<file path="src/piso_pkg.sv">
// constants shared by the parallel-in serial-out shifter and its snapshot fifo
package piso_pkg;
  localparam int STAGES = 8;
  localparam int SNAP_DEPTH = 16;
  localparam int SYNC_STAGES = 2;
  localparam logic [STAGES-1:0] STAGE_RESET = 8'h00;
  localparam logic MODE_LOAD = 1'b0;
  localparam logic MODE_SHIFT = 1'b1;
endpackage

</file>
<file path="src/piso_fifo.sv">
// snapshot fifo with valid and ready on both sides and a registered output
`timescale 1ns/10ps
module piso_fifo #(
  parameter int WIDTH = 8,
  parameter int DEPTH = 16
) (
  // clock and reset
  input wire logic clk,
  input wire logic reset,
  // filling side
  input wire logic in_valid,
  output logic in_ready,
  input wire logic [WIDTH-1:0] in_data,
  // draining side
  output logic out_valid,
  input wire logic out_ready,
  output logic [WIDTH-1:0] out_data
);
  localparam int AW = $clog2(DEPTH);

  if (DEPTH < 2 || (1 << AW) != DEPTH || WIDTH < 1)
  begin : g_check
    $error("piso_fifo: depth must be a power of two of at least 2");
  end

  logic [WIDTH-1:0] mem_q [DEPTH];
  logic [AW-1:0] wr_q, wr_d, rd_q, rd_d;
  logic [AW:0] cnt_q, cnt_d;
  logic ov_q, ov_d;
  logic [WIDTH-1:0] od_q, od_d;
  logic push, pop;

  always_comb
  begin
    // full is honest: the source stalls until the drain makes room
    in_ready = (cnt_q != (AW+1)'(DEPTH));
    push = in_valid && in_ready;
    pop = (cnt_q != '0) && (!ov_q || out_ready);
    wr_d = push ? wr_q + 1'b1 : wr_q;
    rd_d = pop ? rd_q + 1'b1 : rd_q;
    cnt_d = cnt_q + (AW+1)'(push) - (AW+1)'(pop);
    ov_d = pop ? 1'b1 : (out_ready ? 1'b0 : ov_q);
    od_d = pop ? mem_q[rd_q] : od_q;
    out_valid = ov_q;
    out_data = od_q;
  end

  always_ff @(posedge clk)
  begin
    if (push)
    begin
      mem_q[wr_q] <= in_data;
    end
    if (reset)
    begin
      wr_q <= '0;
      rd_q <= '0;
      cnt_q <= '0;
      ov_q <= 1'b0;
      od_q <= '0;
    end
    else
    begin
      wr_q <= wr_d;
      rd_q <= rd_d;
      cnt_q <= cnt_d;
      ov_q <= ov_d;
      od_q <= od_d;
    end
  end
endmodule // piso_fifo

</file>
<file path="src/piso_shifter.sv">
// eight-stage parallel-in serial-out shifter with snapshot fifo
`timescale 1ns/10ps
module piso_shifter #(
  parameter int STAGES = piso_pkg::STAGES,
  parameter int SNAP_DEPTH = piso_pkg::SNAP_DEPTH
) (
  // clock and reset
  input wire logic clk,
  input wire logic reset,
  // pins from the controller
  input wire logic shift_clock,
  input wire logic clock_gate_block,
  input wire logic shift_mode,
  input wire logic serial_in,
  input wire logic [STAGES-1:0] parallel_in,
  // serial outputs
  output logic last_stage_out,
  output logic last_stage_out_inverted,
  output logic first_stage_value,
  // snapshot stream
  output logic snap_valid,
  input wire logic snap_ready,
  output logic [STAGES-1:0] snap_data,
  // status
  output logic overrun
);
  localparam int PINS = STAGES + 4;
  localparam int SYNC = piso_pkg::SYNC_STAGES;

  // the reset image is a package constant of fixed width
  if (STAGES != piso_pkg::STAGES)
  begin : g_check
    $error("piso_shifter: stage count is fixed by the reset constant");
  end

  // a chain needs at least one stage behind the first
  if (STAGES < 2)
  begin : g_check_len
    $error("piso_shifter: at least two stages are needed");
  end

  // one flop alone would let a metastable pin reach the logic
  if (SYNC < 2)
  begin : g_check_sync
    $error("piso_shifter: the pin synchroniser needs at least two flops");
  end

  // pin synchroniser: every pin is asynchronous to clk
  logic [PINS-1:0] pin_bus;
  logic [PINS-1:0] sync_q [SYNC];
  logic [PINS-1:0] sync_d [SYNC];

  always_comb
  begin
    pin_bus = {shift_clock, clock_gate_block, shift_mode, serial_in, parallel_in};
    sync_d[0] = pin_bus;
    for (int i = 1; i < SYNC; i++)
    begin
      sync_d[i] = sync_q[i-1];
    end
  end

  // no reset: a cleared chain would show a false low on a pin that is already high,
  // and the edge detector would then take its rise for a clock edge
  always_ff @(posedge clk)
  begin
    sync_q <= sync_d;
  end

  // only the last flop of the chain is read
  logic s_clk, s_inh, s_mode, s_ser;
  logic [STAGES-1:0] s_par;

  always_comb
  begin
    {s_clk, s_inh, s_mode, s_ser, s_par} = sync_q[SYNC-1];
  end

  // effective clock
  // in shift mode either input held high freezes the chain, a rise of the or is the active edge
  logic gated, active_edge;
  logic gate_prev_q, gate_prev_d;

  always_comb
  begin
    gated = s_clk | s_inh;
    active_edge = gated && !gate_prev_q;
    gate_prev_d = gated;
  end

  // resets high: a clock already high at release is not an edge
  always_ff @(posedge clk)
  begin
    if (reset)
    begin
      gate_prev_q <= 1'h1;
    end
    else
    begin
      gate_prev_q <= gate_prev_d;
    end
  end

  // stage register and snapshot handshake
  logic [STAGES-1:0] stage_q, stage_d;
  logic [STAGES-1:0] shift_image;
  logic want, stall, fifo_ready;

  always_comb
  begin
    shift_image[0] = s_ser;
    for (int k = 1; k < STAGES; k++)
    begin
      shift_image[k] = stage_q[k-1];
    end
  end

  always_comb
  begin
    stage_d = stage_q;
    want = 1'h0;
    if (s_mode == piso_pkg::MODE_LOAD)
    begin
      // parallel load
      // level load: the clock is don't-care, and only a change is worth an image
      if (s_par != stage_q)
      begin
        stage_d = s_par;
        want = 1'h1;
      end
    end
    else if (active_edge)
    begin
      stage_d = shift_image;
      want = 1'h1;
    end
    // gated chain
    // a full fifo stalls the update; the pin edge is lost, so it is flagged
    stall = want && !fifo_ready;
    if (stall)
    begin
      stage_d = stage_q;
    end
  end

  always_ff @(posedge clk)
  begin
    if (reset)
    begin
      stage_q <= piso_pkg::STAGE_RESET;
    end
    else
    begin
      stage_q <= stage_d;
    end
  end

  // inverse output
  // a flop of its own, so this output too comes straight from a register
  logic inv_q, inv_d;

  always_comb
  begin
    inv_d = ~stage_d[STAGES-1];
  end

  always_ff @(posedge clk)
  begin
    if (reset)
    begin
      inv_q <= ~piso_pkg::STAGE_RESET[STAGES-1];
    end
    else
    begin
      inv_q <= inv_d;
    end
  end

  // sticky: with no register bus only reset clears it
  logic ovr_q, ovr_d;

  always_comb
  begin
    ovr_d = ovr_q | stall;
  end

  always_ff @(posedge clk)
  begin
    if (reset)
    begin
      ovr_q <= 1'h0;
    end
    else
    begin
      ovr_q <= ovr_d;
    end
  end

  // each accepted update pushes the new register image
  piso_fifo #(
    .WIDTH(STAGES),
    .DEPTH(SNAP_DEPTH)
  ) u_fifo (
    .clk(clk),
    .reset(reset),
    .in_valid(want),
    .in_ready(fifo_ready),
    .in_data(stage_d),
    .out_valid(snap_valid),
    .out_ready(snap_ready),
    .out_data(snap_data)
  );

  always_comb
  begin
    last_stage_out = stage_q[STAGES-1];
    last_stage_out_inverted = inv_q;
    first_stage_value = stage_q[0];
    overrun = ovr_q;
  end
endmodule // piso_shifter

</file>
<file path="config.mk">
export PLATFORM = sky130hd
export DESIGN_NAME = piso_shifter
export DESIGN_NICKNAME = d
export VERILOG_FILES = /design/src/piso_pkg.sv /design/src/piso_fifo.sv /design/src/piso_shifter.sv
export SDC_FILE = /design/constraint.sdc
export NUM_CORES = 1
export LEC_CHECK = 0
export BUFFER_PORTS_ARGS = -buffer_cell sky130_fd_sc_hd__buf_2
export CORE_MARGIN = 3
export CORE_UTILIZATION = 55
export CTS_CLUSTER_SIZE = 30
export DETAILED_ROUTE_END_ITERATION = 8
export PLACE_DENSITY = 0.72
export SETUP_SLACK_MARGIN = 0.2
export SYNTH_ARGS = -nofsm -noshare
export SYNTH_HDL_FRONTEND = slang
export SYNTH_SLANG_ARGS = --single-unit
</file>
<file path="constraint.sdc">
create_clock -name clk -period 2.5 [get_ports clk]
set_input_delay 0.25 -clock clk [delete_from_list [all_inputs] [get_ports clk]]
set_output_delay 0.25 -clock clk [all_outputs]
set_load 0.01 [all_outputs]
</file>
==> summary.md <==
| Metric | Value |
|---|---|
| CTS Buf Count | `17` |
| Worst Hold Class | `in -> reg` |
| Number of enable flip-flop cells after synthesis | `128` |
| Peak VDD IR | `702 uV` |
| Slew Limit Fails | `0` |
| Worst-skew pair later-pin latency | `0.43 ns` |
| Status | `finished with violations` |
| Sw Ratio | `0.285` |
| Clk_skew | `0.00861 ns` |
| Crit. End Element | `flip-flop` |
| CTS Root Cell | `clkbuf_16` |
| Most frequent cells in the layout | `edfxtp_1 (128), dfxtp_1 (54), mux4_2 (32)` |
| P_int | `0.00628 W` |
| Max Clk Rate | `399 MHz` |
| Cell count after synthesis | `434` |
| CP startpoint | `u_fifo.cnt_q[2]` |
| PwrDens | `1030 mW/mm^2` |
| Mux cell area share after synthesis | `0.127` |
| Worst hold slack | `0.178 ns` |
| WP data required | `2.87 ns` |
| Max Cap Viol | `0` |
| Synth Area in Simple Gates | `0.0578` |
| Port Buf Inserts | `27` |
| Clock power frac | `0.294` |
| RSZ-0062 raised after global routing | `true` |
| GRT Total Usage | `0.208` |
| Largest net degree at the start of global routing | `36` |
| Hpwl dp | `8640 um` |
| Min setup slack post-route | `-0.00339 ns` |
| Vias | `3912` |
| Synthesized area per cell | `16.6 um^2` |
| Flop pwr share | `0.427` |
| Async S/R FF share, synth | `0` |
| CP Launch Type | `flip-flop` |
| Core Footprint | `0.0127 mm^2` |
| Synth Area in Compound Gates | `0.0567` |
| Combinational share of power | `0.279` |
| Worst R2R Setup Slack | `-0.003 ns` |
| Failing checks | `setup timing` |
| Kind of critical path | `reg -> reg` |
| Largest family of logic cells by synthesized area | `multiplexers` |
| Clock sink count | `185` |
| Initial drt markers | `340` |
| Commonest non-fill, non-tap cell in the layout | `edfxtp_1` |
| Cell variety after synth | `42` |
| Max FO, Critical Path | `3` |
| Clock buffer depth | `2` |
| Worst setup path endpoint | `u_fifo.cnt_q[4]` |
| Depth of the most critical reg-to-reg path | `15` |
| Placed insts | `636` |
| Most used DFF post-synth | `edfxtp_1` |
| RR Startpoint | `u_fifo.cnt_q[2]` |
| Vias in the first global route | `4053` |
| Router iterations before antenna repair | `5` |
| Global-route wire length before repair | `22100 um` |
| Lkg Pwr | `3.00 nW` |
| Clock slew at reported path FFs | `0.07 ns` |
| Via density per instance | `5.69` |
| Placer Congestion | `0.790` |
| #FFs+latches synth | `185` |
| Die H | `120 um` |
| Arr. time, crit path | `2.87 ns` |
| Starting density of the core | `0.565` |
| Crit path time final | `2.50 ns` |
| Share of layout cells above drive strength 1 | `0.315` |
| Number of H-tree levels | `4` |
| Adder-Cell Fraction of Synth Area | `0.0219` |
| Setup-failing EPs final | `1` |
| Post-route cell area | `0.00851 mm^2` |
| Final WL | `14000 um` |
| Slew @ Worst Pin | `0.685 ns` |
| Total Nets Final | `529` |
| FP Rows | `41` |
| Finished Layout Cells | `687` |
| Total power | `0.00878 W` |
| Die footprint | `0.0145 mm^2` |
| XOR/XNOR Fraction of Synth Area | `0.0171` |
| CTS tree | `done` |
| Ys Warns | `0` |
| Post-route DRC violation count | `0` |
| Sequential area share after synthesis | `0.693` |
| Initial antenna violation count | `0` |
| Sw power | `0.00250 W` |
| Slew margin rel. | `0.541` |
| GRT overflow | `0` |
| Post-route clock period utilization | `1.00` |
| Drt wl/cell | `20.3 um` |
| Syn nets | `461` |
| Ant. Diodes | `0` |
| DP Area | `0.00772 mm^2` |
| P&R area growth vs syn | `18.4%` |
| Count of final hold-check violations | `0` |
| Antenna Violating Nets Remaining | `0` |
| Horiz. Die Dim | `120 um` |
| Netlist Area Pre-Place | `0.00719 mm^2` |
| I/O Pins | `28` |
| Crit Reg-Reg Endpoint | `u_fifo.cnt_q[4]` |
-- sequential cells by signal (all words and copies together), names as in the netlist, 4 cells and up --
name             flops
sync_d              12
s_par                8
stage_q              8
u_fifo.out_data      8
u_fifo.wr_q          4
u_fifo.cnt_q         5
u_fifo.rd_q          4
u_fifo.mem_q       128
-- synth_stat cells, types with 2 or more instances --
library cell    n  share of area
a211oi_1        3         0.0031
a21oi_1         9         0.0063
a221oi_1       12          0.015
a221oi_2        3         0.0063
a22oi_1        15          0.016
and2_1          5         0.0044
and3_1         12          0.010
buf_1           2         0.0010
buf_2           6         0.0042
buf_6           3         0.0047
clkbuf_1       12         0.0063
dfxtp_1        57           0.16
edfxtp_1      128           0.53
ha_1           11          0.019
inv_1          19         0.0099
mux2_2         10          0.016
mux2i_1         8          0.011
mux4_2         32           0.10
nand2_1         5         0.0026
nand2b_1        2         0.0017
nand3_1        11         0.0077
nand4_1         4         0.0035
nor2_1         21          0.011
nor2b_1         5         0.0044
nor3_1          8         0.0056
o211ai_1        2         0.0021
or3_1           2         0.0017
xnor2_1        11          0.013
xor2_1          3         0.0037
-- metrics by stage --
stage	TNS (ns)	setup WS, ns	util
6_report	-0.00339	-0.00339	0.669
3_3_place_gp	0	0.0519	0.607
5_1_grt	-0.118	-0.118	0.669
4_1_cts	0	0.0241	0.664
2_1_floorplan	0	0.0763	-
3_5_place_dp	-5.37	-0.0710	0.607
-- what timing repair did --
item | CTS | global route
endpoints found under the setup margin | 129 | 106
resized for setup | 2 | 12
pin swaps | 4 | 4
hold buffers | 12 | 0
setup buffers | 4 | 3
endpoints found under the hold margin | 12 | 0
-- how the worst min path moves through the flow --
| stage | startpoint | end | slack (ns) | cells past startpoint |
|---|---|---|---|---|
| after CTS | snap_ready | u_fifo.out_valid | 0.17 | 3 |
| after global placement | sync_d[8] | s_ser | 0.31 | 0 |
| final | snap_ready | u_fifo.out_valid | 0.18 | 3 |
| after floorplan | parallel_in[0] | sync_d[0] | 0.28 | 0 |
| after global routing | snap_ready | u_fifo.out_valid | 0.18 | 3 |
| after detailed placement | sync_d[2] | s_par[2] | 0.31 | 0 |
-- cell families after synthesis --
logic type	count (synthesis)
DFF	185
and+or+nand+nor	79
AOI/OAI and AO/OA	52
muxes	50
buffers and inverters	42
xor gates and xnor gates	14
adders and majority gates	12
-- final cells by class --
class	count	area [um^2]
Multi-Input combinational cell	207	2120
Inverter	19	78.8
Tap cell	172	215
Clock buffer	17	425
Clock inverter	15	149
Sequential cell	185	4990
Timing Repair Buffer	72	528
Fill cell	858	4210
-- power by group through the flow --
stage	combinational [W]	clock, W	sequential [W]
after CTS	0.00236	0.00261	0.00374
final	0.00245	0.00258	0.00375
after floorplan	0.00167	0	0.00377
after detailed placement	0.00227	0	0.00380
after global routing	0.00269	0.00275	0.00376
after global placement	0.00220	0	0.00379
-- routing by layer --
layer | part of all wire | track usage | wire length (um) | vias to the layer above
met3 | 0.047 | 0.0463 | 653 | 17
li1 | - | - | - | 1832
met2 | 0.52 | 0.341 | 7210 | 105
met4 | 0.015 | 0.0722 | 212 | 0
met1 | 0.42 | 0.277 | 5910 | 1958
met5 | 0 | 0 | 0 | -
-- worst max-delay path: stages (launching register included) --
cell      delay (ns)
dfxtp_2         0.33
inv_2           0.08
ha_4            0.14
nor4b_4         0.24
nand2b_4        0.21
inv_6           0.04
ha_4            0.26
inv_4           0.03
ha_4            0.15
inv_2           0.05
fa_2            0.21
inv_2           0.04
a21oi_2         0.13
nor2_2          0.06
or3_1           0.36
a21oi_2         0.11
No activity file was read; power rests on OpenSTA's default activity.
